===== config.mk =====
export PLATFORM = sky130hd
export DESIGN_NAME = css_sequencer
export DESIGN_NICKNAME = d
export VERILOG_FILES = /design/src/css_pkg.sv /design/src/css_strap_if.sv /design/src/css_strap_decode.sv /design/src/css_deglitch.sv /design/src/css_sequencer.sv
export VERILOG_INCLUDE_DIRS = /design/src
export SDC_FILE = /design/constraint.sdc
export NUM_CORES = 1
export LEC_CHECK = 0
export ABC_CLOCK_PERIOD_IN_PS = 2600
export BUFFER_PORTS_ARGS = -buffer_cell sky130_fd_sc_hd__buf_2
export CAP_MARGIN = 20
export CORE_MARGIN = 2
export CORE_UTILIZATION = 50
export DETAILED_ROUTE_END_ITERATION = 8
export PLACE_DENSITY = 0.88
export SYNTH_ARGS = -nofsm -noshare
export SYNTH_HDL_FRONTEND = slang
export SYNTH_SLANG_ARGS = --single-unit

===== constraint.sdc =====
create_clock -name aclk -period 2.6 [get_ports aclk]
set_input_delay 0.39 -clock aclk [delete_from_list [all_inputs] [get_ports aclk]]
set_output_delay 0.39 -clock aclk [all_outputs]
set_load 0.02 [all_outputs]

===== src/css_map.svh =====
// Offsets, field positions, reset values and timing figures of the start-up sequencer.
`ifndef CSS_MAP_SVH
`define CSS_MAP_SVH
// Register byte offsets on the AXI4-Lite slave.
`define CSS_CTRL_OFS      8'h00
`define CSS_STATUS_OFS    8'h04
`define CSS_STRAP_OFS     8'h08
`define CSS_REF_OFS       8'h0C
// Control register field positions and reset value.
`define CSS_CTRL_FC_BIT   0
`define CSS_CTRL_RESET    32'h0000_0001
// Status register field positions.
`define CSS_STAT_PG_BIT   8
`define CSS_STAT_HS_BIT   9
`define CSS_STAT_LS_BIT   10
`define CSS_STAT_PS_BIT   11
// AXI response codes.
`define CSS_RESP_OKAY     2'h0
`define CSS_RESP_SLVERR   2'h2
// Clock rate in MHz and timing figures in their own units.
`define CSS_CLK_MHZ       32'h0000_007D
`define CSS_INIT_US       32'h0000_012C
`define CSS_POD_US        32'h0000_01F4
`define CSS_SS_BASE_US    32'h0000_03E8
`define CSS_PG_US         32'h0000_03E8
`define CSS_DEGLITCH_NS   32'h0000_00C8
// Full soft-start reference in millivolts.
`define CSS_REF_FULL_MV   32'h0000_0320
`endif


===== src/css_pkg.sv =====
// Types shared by the start-up sequencer modules.
package css_pkg;
  // Sequencer states, one-hot.
  typedef enum logic [7:0] {
    ST_OFF   = 8'h01,
    ST_INIT  = 8'h02,
    ST_IDLE  = 8'h04,
    ST_DELAY = 8'h08,
    ST_SOFT  = 8'h10,
    ST_WREG  = 8'h20,
    ST_PGDLY = 8'h40,
    ST_RUN   = 8'h80
  } css_state_type;
  // Decoded strap results.
  typedef struct packed {
    logic [1:0] ss_sel;      // Soft-start time: 0=1ms, 1=2ms, 2=4ms, 3=8ms.
    logic       loop_small;  // Loop set for small inductors.
    logic       hiccup;      // Hiccup fault response instead of latch-off.
    logic [1:0] freq_sel;    // 0=600, 1=800, 2=1000, 3=1200 kHz.
    logic       pulse_skip;  // Pulse-skipping mode instead of forced continuous.
  } css_strap_type;
endpackage


===== src/css_strap_if.sv =====
// Interface carrying strap codes to the decoder and results back.
`timescale 1ns/1ps
interface css_strap_if;
  import css_pkg::*;
  logic [4:0]    ss_code;    // Bit 4 marks an open strap.
  logic [3:0]    mode_code;  // Bit 3 marks an open strap.
  css_strap_type decoded;    // Combined decode result.
  modport decoder (input ss_code, input mode_code, output decoded);
  modport user    (output ss_code, output mode_code, input decoded);
endinterface


===== src/css_strap_decode.sv =====
// Decoder from strap resistor codes to soft-start, loop, fault and mode settings.
`timescale 1ns/1ps
module css_strap_decode (
  css_strap_if.decoder strap
);
  import css_pkg::*;

  // Codes run in groups of four; an open strap has its own default.
  function automatic css_strap_type decode(input logic [4:0] ss, input logic [3:0] md);
    css_strap_type r;
    r.ss_sel     = ss[4] ? 2'h2 : ss[1:0];
    r.loop_small = ss[4] ? 1'b0 : ss[2];
    r.hiccup     = ss[4] ? 1'b0 : ss[3];
    r.freq_sel   = md[3] ? 2'h1 : md[1:0];
    r.pulse_skip = md[3] ? 1'b0 : md[2];
    return r;
  endfunction

  // Pure decode; the sequencer decides when the result is latched.
  assign strap.decoded = decode(strap.ss_code, strap.mode_code);
endmodule


===== src/css_deglitch.sv =====
// Two-stage synchroniser and deglitch filter for the turn-on pin.
`timescale 1ns/1ps
module css_deglitch #(
  parameter int CYCLES = 25
) (
  input  wire logic aclk,
  input  wire logic aresetn,
  input  wire logic pin,
  output logic      level
);
  logic       s1_q;   // First synchroniser stage, read only by the second.
  logic       s2_q;   // Synchronised pin.
  logic [7:0] cnt_q;  // Cycles the synchronised pin has differed from the output.

  // Synchroniser.
  always_ff @(posedge aclk)
  begin
    if (!aresetn)
    begin
      s1_q <= 1'b0;
      s2_q <= 1'b0;
    end
    else
    begin
      s1_q <= pin;
      s2_q <= s1_q;
    end
  end

  // A change must persist for the full interval before it is passed on.
  always_ff @(posedge aclk)
  begin
    if (!aresetn)
    begin
      cnt_q <= 8'h00;
      level <= 1'b0;
    end
    else if (s2_q == level)
    begin
      cnt_q <= 8'h00;
    end
    else if (cnt_q == 8'(CYCLES - 1))
    begin
      cnt_q <= 8'h00;
      level <= s2_q;
    end
    else
    begin
      cnt_q <= cnt_q + 8'h01;
    end
  end

  // A short pulse never reaches the output.
  AST_GLITCH_HOLD: assert property (@(posedge aclk) disable iff (!aresetn)
    (level != $past(level)) |-> ($past(s2_q) != $past(level))
      && $past(cnt_q) == 8'(CYCLES - 1))
    else $error("turn-on output changed without a stable input");
endmodule


===== src/css_sequencer.sv =====
// Start-up and shutdown sequencer with strap latching and an AXI4-Lite register slave.
//
// Chosen here: the register offsets and the AXI4-Lite interface to the registers.
`timescale 1ns/1ps
`include "css_map.svh"
module css_sequencer #(
  parameter int ADDR_W     = 8,
  parameter int CNT_W      = 20,
  parameter int INIT_CYC   = `CSS_INIT_US * `CSS_CLK_MHZ,
  parameter int POD_CYC    = `CSS_POD_US * `CSS_CLK_MHZ,
  parameter int PG_CYC     = `CSS_PG_US * `CSS_CLK_MHZ,
  parameter int STEP_CYC   = (`CSS_SS_BASE_US * `CSS_CLK_MHZ) / `CSS_REF_FULL_MV
) (
  input  wire logic              aclk,
  input  wire logic              aresetn,
  input  wire logic              bias_supply_ok,
  input  wire logic              analog_supply_input_ok,
  input  wire logic              turn_on_pin,
  input  wire logic              vout_in_regulation,
  input  wire logic              ref_above_feedback_input,
  input  wire logic              high_side_pulse,
  input  wire logic [4:0]        ss_strap_code,
  input  wire logic [3:0]        mode_strap_code,
  output logic                   high_side_drive_en,
  output logic                   low_side_drive_en,
  output logic [9:0]             ref_level,
  output logic                   power_good_output,
  output logic                   loop_set_small_inductor,
  output logic                   hiccup_response,
  output logic [1:0]             freq_sel,
  output logic                   pulse_skipping_mode,
  input  wire logic [ADDR_W-1:0] s_axi_awaddr,
  input  wire logic              s_axi_awvalid,
  output logic                   s_axi_awready,
  input  wire logic [31:0]       s_axi_wdata,
  input  wire logic [3:0]        s_axi_wstrb,
  input  wire logic              s_axi_wvalid,
  output logic                   s_axi_wready,
  output logic [1:0]             s_axi_bresp,
  output logic                   s_axi_bvalid,
  input  wire logic              s_axi_bready,
  input  wire logic [ADDR_W-1:0] s_axi_araddr,
  input  wire logic              s_axi_arvalid,
  output logic                   s_axi_arready,
  output logic [31:0]            s_axi_rdata,
  output logic [1:0]             s_axi_rresp,
  output logic                   s_axi_rvalid,
  input  wire logic              s_axi_rready
);
  import css_pkg::*;

  localparam int        DG_CYC   = (`CSS_DEGLITCH_NS * `CSS_CLK_MHZ) / 1000;
  localparam logic [9:0] REF_FULL = 10'(`CSS_REF_FULL_MV);

  css_state_type    state_q;     // Sequencer state.
  css_state_type    state_d;     // Next sequencer state.
  logic [CNT_W-1:0] cnt_q;       // Shared interval counter, cleared on each state change.
  logic [15:0]      step_q;      // Cycles within one reference step.
  logic [13:0]      sync1_q;     // First synchroniser stage of the pins.
  logic [13:0]      sync2_q;     // Synchronised pins.
  logic             turn_on_f;   // Filtered turn-on level.
  logic             switching_q; // Pulses allowed during this start.
  logic             hs_seen_q;   // A high-side pulse has occurred in this start.
  logic             fc_req_q;    // Software forced-continuous request.
  css_strap_type    strap_q;     // Latched strap results.
  css_strap_if      strap_bus ();

  // Write- and read-side bus state, declared here because the mode logic reads the write side.
  logic              aw_full_q;  // Write address held.
  logic              w_full_q;   // Write data held.
  logic [ADDR_W-1:0] wr_addr_q;  // Held write address.
  logic [31:0]       wr_data_q;  // Held write data.
  logic [3:0]        wr_strb_q;  // Held byte strobes.
  logic              wr_fire;    // Address and data both present and response free.
  logic              rd_take;    // Read address accepted this cycle.
  logic              rvalid_d;   // Next read valid.
  assign wr_fire  = aw_full_q && w_full_q && !s_axi_bvalid;
  assign rd_take  = s_axi_arvalid && s_axi_arready;
  assign rvalid_d = (s_axi_rvalid && !s_axi_rready) || rd_take;

  // Synchronised pin views.
  logic supply_ok_s;
  logic vout_reg_s;
  logic ref_above_s;
  logic hs_pulse_s;
  assign supply_ok_s = sync2_q[0] & sync2_q[1];
  assign vout_reg_s  = sync2_q[2];
  assign ref_above_s = sync2_q[3];
  assign hs_pulse_s  = sync2_q[4];
  assign strap_bus.ss_code   = sync2_q[9:5];
  assign strap_bus.mode_code = sync2_q[13:10];

  ////////////////////////////////////////////////////////////////////////////
  // Pin synchronisers and helper modules.

  // Every asynchronous pin passes two flip-flops before any logic sees it.
  always_ff @(posedge aclk)
  begin
    if (!aresetn)
    begin
      sync1_q <= 14'h0000;
      sync2_q <= 14'h0000;
    end
    else
    begin
      sync1_q <= {mode_strap_code, ss_strap_code, high_side_pulse,
                  ref_above_feedback_input, vout_in_regulation,
                  analog_supply_input_ok, bias_supply_ok};
      sync2_q <= sync1_q;
    end
  end

  css_deglitch #(
    .CYCLES (DG_CYC)
  ) u_deglitch (
    .aclk    (aclk),
    .aresetn (aresetn),
    .pin     (turn_on_pin),
    .level   (turn_on_f)
  );

  css_strap_decode u_decode (
    .strap (strap_bus.decoder)
  );

  // Ramp step length for the latched soft-start selection.
  function automatic logic [15:0] step_limit(input logic [1:0] sel);
    return 16'(STEP_CYC << sel) - 16'h0001;
  endfunction

  ////////////////////////////////////////////////////////////////////////////
  // Sequencer state.

  // Supply loss overrides everything; turn-on loss aborts any active state.
  always_comb
  begin
    state_d = state_q;
    case (state_q)
      ST_OFF:   if (supply_ok_s) state_d = ST_INIT;
      ST_INIT:  if (cnt_q == CNT_W'(INIT_CYC - 1)) state_d = ST_IDLE;
      ST_IDLE:  if (turn_on_f) state_d = ST_DELAY;
      ST_DELAY: if (cnt_q == CNT_W'(POD_CYC - 1)) state_d = ST_SOFT;
      ST_SOFT:  if (ref_level == REF_FULL) state_d = ST_WREG;
      ST_WREG:  if (vout_reg_s) state_d = ST_PGDLY;
      ST_PGDLY: if (cnt_q == CNT_W'(PG_CYC - 1)) state_d = ST_RUN;
      ST_RUN:   state_d = ST_RUN;
      default:  state_d = ST_OFF;
    endcase
    if (state_q != ST_OFF && state_q != ST_INIT && state_q != ST_IDLE && !turn_on_f)
    begin
      state_d = ST_IDLE;
    end
    if (!supply_ok_s)
    begin
      state_d = ST_OFF;
    end
  end

  // State register and shared interval counter.
  always_ff @(posedge aclk)
  begin
    if (!aresetn)
    begin
      state_q <= ST_OFF;
      cnt_q   <= '0;
    end
    else
    begin
      state_q <= state_d;
      cnt_q   <= (state_d != state_q) ? '0 : cnt_q + CNT_W'(1);
    end
  end

  ////////////////////////////////////////////////////////////////////////////
  // Reference ramp.

  // The reference is held at zero in off, idle and delay so a restart begins from zero.
  always_ff @(posedge aclk)
  begin
    if (!aresetn)
    begin
      ref_level <= 10'h000;
      step_q    <= 16'h0000;
    end
    else if (state_d == ST_IDLE || state_d == ST_OFF || state_d == ST_DELAY)
    begin
      ref_level <= 10'h000;
      step_q    <= 16'h0000;
    end
    else if (state_q == ST_SOFT && ref_level != REF_FULL)
    begin
      if (step_q == step_limit(strap_q.ss_sel))
      begin
        step_q    <= 16'h0000;
        ref_level <= ref_level + 10'h001;
      end
      else
      begin
        step_q <= step_q + 16'h0001;
      end
    end
  end

  ////////////////////////////////////////////////////////////////////////////
  // Drivers and power good.

  // Pre-biased starts wait for the reference to pass feedback, then for a high-side pulse.
  always_ff @(posedge aclk)
  begin
    if (!aresetn)
    begin
      switching_q        <= 1'b0;
      hs_seen_q          <= 1'b0;
      high_side_drive_en <= 1'b0;
      low_side_drive_en  <= 1'b0;
      power_good_output  <= 1'b0;
    end
    else if (state_d == ST_IDLE || state_d == ST_OFF || state_d == ST_INIT
             || state_d == ST_DELAY)
    begin
      switching_q        <= 1'b0;
      hs_seen_q          <= 1'b0;
      high_side_drive_en <= 1'b0;
      low_side_drive_en  <= 1'b0;
      power_good_output  <= 1'b0;
    end
    else
    begin
      if (ref_above_s)
      begin
        switching_q <= 1'b1;
      end
      if (switching_q && hs_pulse_s)
      begin
        hs_seen_q <= 1'b1;
      end
      high_side_drive_en <= switching_q;
      low_side_drive_en  <= switching_q && hs_seen_q;
      power_good_output  <= (state_d == ST_RUN);
    end
  end

  ////////////////////////////////////////////////////////////////////////////
  // Strap latch and operating mode.

  // Straps are captured only on the last init cycle; toggling turn-on never recaptures.
  always_ff @(posedge aclk)
  begin
    if (!aresetn)
    begin
      strap_q <= '0;
    end
    else if (state_q == ST_INIT && state_d == ST_IDLE)
    begin
      strap_q <= strap_bus.decoded;
    end
  end

  assign loop_set_small_inductor = strap_q.loop_small;
  assign hiccup_response         = strap_q.hiccup;
  assign freq_sel                = strap_q.freq_sel;

  // The request bit follows software, but the mode only moves when init ends or a turn-on starts.
  always_ff @(posedge aclk)
  begin
    if (!aresetn)
    begin
      fc_req_q            <= 1'(`CSS_CTRL_RESET);
      pulse_skipping_mode <= 1'b0;
    end
    else
    begin
      if (wr_fire && wr_addr_q == `CSS_CTRL_OFS && wr_strb_q[0])
      begin
        fc_req_q <= wr_data_q[`CSS_CTRL_FC_BIT];
      end
      else if (state_q == ST_INIT && state_d == ST_IDLE)
      begin
        fc_req_q <= !strap_bus.decoded.pulse_skip;
      end
      if (state_q == ST_INIT && state_d == ST_IDLE)
      begin
        pulse_skipping_mode <= strap_bus.decoded.pulse_skip;
      end
      else if (state_q == ST_IDLE && state_d == ST_DELAY)
      begin
        pulse_skipping_mode <= !fc_req_q;
      end
    end
  end

  ////////////////////////////////////////////////////////////////////////////
  // AXI4-Lite slave.

  // Address and data are taken independently and held until the write is done.
  always_ff @(posedge aclk)
  begin
    if (!aresetn)
    begin
      aw_full_q     <= 1'b0;
      w_full_q      <= 1'b0;
      wr_addr_q     <= '0;
      wr_data_q     <= 32'h0000_0000;
      wr_strb_q     <= 4'h0;
      s_axi_awready <= 1'b0;
      s_axi_wready  <= 1'b0;
      s_axi_bvalid  <= 1'b0;
      s_axi_bresp   <= `CSS_RESP_OKAY;
    end
    else
    begin
      if (s_axi_awvalid && s_axi_awready)
      begin
        wr_addr_q <= s_axi_awaddr;
      end
      if (s_axi_wvalid && s_axi_wready)
      begin
        wr_data_q <= s_axi_wdata;
        wr_strb_q <= s_axi_wstrb;
      end
      aw_full_q     <= (aw_full_q || (s_axi_awvalid && s_axi_awready)) && !wr_fire;
      w_full_q      <= (w_full_q || (s_axi_wvalid && s_axi_wready)) && !wr_fire;
      s_axi_awready <= !((aw_full_q || (s_axi_awvalid && s_axi_awready)) && !wr_fire);
      s_axi_wready  <= !((w_full_q || (s_axi_wvalid && s_axi_wready)) && !wr_fire);
      if (wr_fire)
      begin
        s_axi_bvalid <= 1'b1;
        s_axi_bresp  <= (wr_addr_q == `CSS_CTRL_OFS) ? `CSS_RESP_OKAY : `CSS_RESP_SLVERR;
      end
      else if (s_axi_bready)
      begin
        s_axi_bvalid <= 1'b0;
      end
    end
  end

  // Reads answer one cycle after the address; read-only registers ignore writes.
  always_ff @(posedge aclk)
  begin
    if (!aresetn)
    begin
      s_axi_arready <= 1'b0;
      s_axi_rvalid  <= 1'b0;
      s_axi_rdata   <= 32'h0000_0000;
      s_axi_rresp   <= `CSS_RESP_OKAY;
    end
    else
    begin
      s_axi_arready <= !rvalid_d;
      s_axi_rvalid  <= rvalid_d;
      if (rd_take)
      begin
        s_axi_rresp <= `CSS_RESP_OKAY;
        case (s_axi_araddr)
          `CSS_CTRL_OFS:   s_axi_rdata <= {31'h0000_0000, fc_req_q};
          `CSS_STATUS_OFS: s_axi_rdata <= {20'h0_0000, pulse_skipping_mode, low_side_drive_en,
                                           high_side_drive_en, power_good_output, state_q};
          `CSS_STRAP_OFS:  s_axi_rdata <= {25'h000_0000, strap_q};
          `CSS_REF_OFS:    s_axi_rdata <= {22'h00_0000, ref_level};
          default:
          begin
            s_axi_rdata <= 32'h0000_0000;
            s_axi_rresp <= `CSS_RESP_SLVERR;
          end
        endcase
      end
    end
  end

  ////////////////////////////////////////////////////////////////////////////
  // Assertions.

  AST_INIT_LEN: assert property (@(posedge aclk) disable iff (!aresetn)
    (state_q == ST_IDLE && $past(state_q) == ST_INIT)
      |-> $past(cnt_q) == CNT_W'(INIT_CYC - 1))
    else $error("initialization left early");
  AST_STRAP_HOLD: assert property (@(posedge aclk) disable iff (!aresetn)
    ($past(state_q) != ST_INIT && state_q != ST_INIT) |-> $stable(strap_q))
    else $error("strap results changed outside initialization");
  AST_POD_TO_SOFT: assert property (@(posedge aclk) disable iff (!aresetn)
    (state_q == ST_SOFT && $past(state_q) == ST_DELAY) |-> ref_level == 10'h000)
    else $error("soft-start did not begin from zero");
  AST_REF_LIMIT: assert property (@(posedge aclk) disable iff (!aresetn)
    ref_level <= REF_FULL && (ref_level == 10'h000 || state_q != ST_DELAY))
    else $error("reference out of range");
  AST_PREBIAS_LS: assert property (@(posedge aclk) disable iff (!aresetn)
    $rose(low_side_drive_en) |-> $past(hs_seen_q) && high_side_drive_en)
    else $error("low side enabled before a high-side pulse");
  AST_PULSE_START: assert property (@(posedge aclk) disable iff (!aresetn)
    $rose(switching_q) |-> $past(ref_above_s))
    else $error("switching began before reference crossed feedback");
  AST_PG_DELAY: assert property (@(posedge aclk) disable iff (!aresetn)
    $rose(power_good_output) |-> $past(state_q) == ST_PGDLY
      && $past(cnt_q) == CNT_W'(PG_CYC - 1))
    else $error("power good raised without the full delay");
  AST_SHUTDOWN: assert property (@(posedge aclk) disable iff (!aresetn)
    (!turn_on_f && state_q != ST_OFF && state_q != ST_INIT) |=>
      !high_side_drive_en && !low_side_drive_en && ref_level == 10'h000)
    else $error("drivers or reference not cleared on turn-off");
  AST_MODE_DEFER: assert property (@(posedge aclk) disable iff (!aresetn)
    !$stable(pulse_skipping_mode)
      |-> $past(state_q) == ST_INIT || $past(state_q) == ST_IDLE)
    else $error("operating mode changed while enabled");
endmodule


==> impl_metrics.yaml <==
status:
  outcome: "finished with violations"
  violations: "setup timing"
clock_network:
  htreeDepth: 4
  cts_root_buf: "clkbuf_16"
  cts_tree: "done"
  clockBufferDepth: 2
  cts_inserted_buffers: 17
  clkLatencyLatePin_ns: 0.42
  path_clk_slew_ns: 0.06
  clock-sinks: 138
  hold_buffers: 0
route:
  routed_via_density: 5.77
  postRouteAntennaNets: 0
  wl_per_cell_um: 16.7
  vias: 5915
  drt_iter0_drc: 732
  wl_um: 17100
  first_pass_iters: 7
  drc: 0
min_path:
  hold_path_depth: 2
  hold_class: "in2reg"
timing:
  worst-slew-pin-transition_ns: 0.608
  grt_setup_unrepaired: "yes"
  timing.final.ws_setup_ns: -0.0419
  fmax_mhz: 379
  fin_worst_skew_ns: 0.00839
  slew-limit-headroom_pct: 58.9
  finalCritPeriodShare_pct: 102
  period_needed_ns: 2.64
  setup_viol: 5
  finalHoldViolations: 0
  whs_ns: 0.174
  slew_violations: 0
setup_path:
  rr_endpoint: "step_q[3]"
  critPathLaunchType: "register"
  cp-endpoint: "step_q[3]"
  rr_startpoint: "cnt_q[0]"
  critical_path_arrival_ns: 2.97
  required_ns: 2.93
  startpoint: "cnt_q[0]"
  worstSetupPathType: "reg2reg"
  worstPathMaxFanout: 14
  reg2regPathDepth: 8
  cp-end-kind: "register"
  r2r_slack_ns: -0.04
power:
  ir_drop_uv: 468
  p_sw_share_pct: 23.3
  p_clk_share_pct: 50.3
  p_leak_nw: 3.07
  combinationalPowerShare_pct: 4.4
  finalPower_mw: 4.83
  p_seq_share_pct: 45.3
  power.density_nw_per_um2: 596
  p_sw_mw: 1.13
  p_int_mw: 3.70
global_route:
  grt_start_max_net_pins: 30
  grt_pass1_wl_um: 26400
  grt_overflow: 0
  first_global_vias: 5507
  antenna_found_initial: 0
  grtUsageTotal_pct: 23.0
finish:
  multiInputGateArea_um2: 3660
  finalNonFillerCells: 1026
  register_area_um2: 2770
  layout-area-overhead-vs-synth_pct: 23.5
  fin_nets: 930
  n_fill_cell: 999
  drive_above_1_share_pct: 22.8
  layout_commonest_cell: "dfxtp_1"
  diodes: 0
  final_cell_mix: "134 x dfxtp_1, 76 x buf_2, 60 x nor2_1, 56 x nand2_1, 43 x a21oi_1"
die:
  rows: 41
  die_width_um: 119
  die_area_um2: 14100
  num_io_pins: 133
  die_h_um: 119
  initial_core_util_pct: 51.6
  core_um2: 12700
synth:
  synth_seq_cells: 138
  async_flop_share_pct: 0
  synth_ff_type: "dfxtp_1"
  syn_inst: 746
  yosysSeqAreaShare_pct: 42.1
  synth_edf_count: 0
  syn_area_um2: 6560
  syn_avg_cell_area_um2: 8.80
  yosysWarnings: 0
  synth_cell_type_count: 62
placement:
  post-place-ws_ns: -0.0235
  place_congestion: 0.954
  io_buffers: 76
  place_hpwl_um: 10800
  place_inst: 989
flow_run:
  cap_violations: 0
## registers in the layout (all words and copies together), names as in the netlist, 2 cells and up
| signal | count |
|---|---|
| s_axi_rdata | 12 |
| freq_sel | 2 |
| sync1_q | 14 |
| sync2_q | 14 |
| u_deglitch.cnt_q | 8 |
| state_q | 8 |
| cnt_q | 20 |
| step_q | 16 |
| ref_level | 10 |
| wr_addr_q | 8 |
| strap_q | 3 |
## cells in the mapped netlist (5+ instances only)
master | n | share of area (%)
dfxtp_1 | 138 | 42
mux2_2 | 6 | 1.0
mux2i_1 | 5 | 0.76
nor2_1 | 61 | 3.5
nor4_2 | 15 | 2.9
nand3_1 | 36 | 2.7
and3_1 | 15 | 1.4
nand4_1 | 21 | 2.0
clkbuf_1 | 29 | 1.7
and2_1 | 40 | 3.8
xnor2_1 | 26 | 3.5
a21oi_1 | 43 | 3.3
nand2_1 | 56 | 3.2
nor4_1 | 30 | 2.9
nand2b_1 | 8 | 0.76
xor2_1 | 32 | 4.3
inv_1 | 17 | 0.97
buf_2 | 8 | 0.61
o21ai_0 | 13 | 0.99
buf_4 | 24 | 2.7
nor3_1 | 27 | 2.1
ha_1 | 14 | 2.7
a22oi_1 | 7 | 0.80
nand3b_1 | 9 | 1.0
## worst min path at each step
stage	endpoint	slack, ns	from
floorplan	sync2_q[0]	0.41	sync1_q[0]
global placement	sync2_q[3]	0.41	sync1_q[3]
detailed placement	sync2_q[8]	0.42	sync1_q[8]
CTS	sync1_q[8]	0.17	ss_strap_code[3]
global route	sync1_q[6]	0.17	ss_strap_code[1]
finish	sync1_q[8]	0.17	ss_strap_code[3]
## repair_timing
item,in CTS,in global routing
pin swaps,0,19
setup buffers,0,4
endpoints found under the setup margin,14,50
gates cloned,0,2
resized for setup,1,34
## metal layers
metal | share of wire [%] | GRT usage (%) | vias to the layer above | routed length (um)
li1 | - | - | 2793 | -
met1 | 42 | 29.1 | 2794 | 7180
met2 | 49 | 38.4 | 279 | 8400
met3 | 6.5 | 4.63 | 49 | 1120
met4 | 2.6 | 9.30 | 0 | 454
met5 | 0 | 0 | - | 0
## cell families (layout without fill, tap and decap cells)
kind of cell | after synthesis | after routing | share of synthesized area, %
xor+xnor | 58 | 58 | 7.74
mux | 11 | 11 | 1.79
simple gates | 348 | 348 | 30.1
compound gates | 94 | 94 | 9.08
buf+inv | 82 | 169 | 6.45
flops | 138 | 138 | 42.1
fa+ha+maj | 14 | 14 | 2.67
other cells | 1 | 22 | 0.0572
## final cells by class
cell class | instances | area share [%]
multi-input combinational | 547 | 45.1
tap | 172 | 2.66
inverter | 18 | 0.834
clock buffer | 18 | 5.42
sequential | 138 | 34.2
timing repair buffer | 120 | 9.82
clock inverter | 13 | 1.98
## power groups by stage
| stage | combinational (mW) | sequential, mW | clock [mW] |
|---|---|---|---|
| floorplan | 0.149 | 2.23 | 0 |
| global placement | 0.196 | 2.23 | 0 |
| detailed placement | 0.199 | 2.23 | 0 |
| CTS | 0.204 | 2.18 | 2.44 |
| global route | 0.233 | 2.19 | 2.54 |
| finish | 0.214 | 2.19 | 2.43 |
## worst max-delay path, stage by stage, from the launching register on
cell and delay, ns:
dfxtp_2 0.36, ha_4 0.14, or4b_4 0.50, or4b_4 0.54
a31oi_4 0.18, o2111a_1 0.24, o2bb2ai_4 0.15, clkbuf_16 0.21
nor4_2 0.24
## per-stage QoR
stage | utilization, % | setup TNS [ns] | cell area [um2]
after floorplan | - | 0 | 6640
after global routing | 63.7 | -0.939 | 8100
after CTS | 61.5 | -0.222 | 7820
after detailed placement | 56.7 | -0.0235 | 7220
after global placement | 56.7 | 0 | 7220
final | 63.7 | -0.134 | 8100
(Power assumes the default switching activity.)
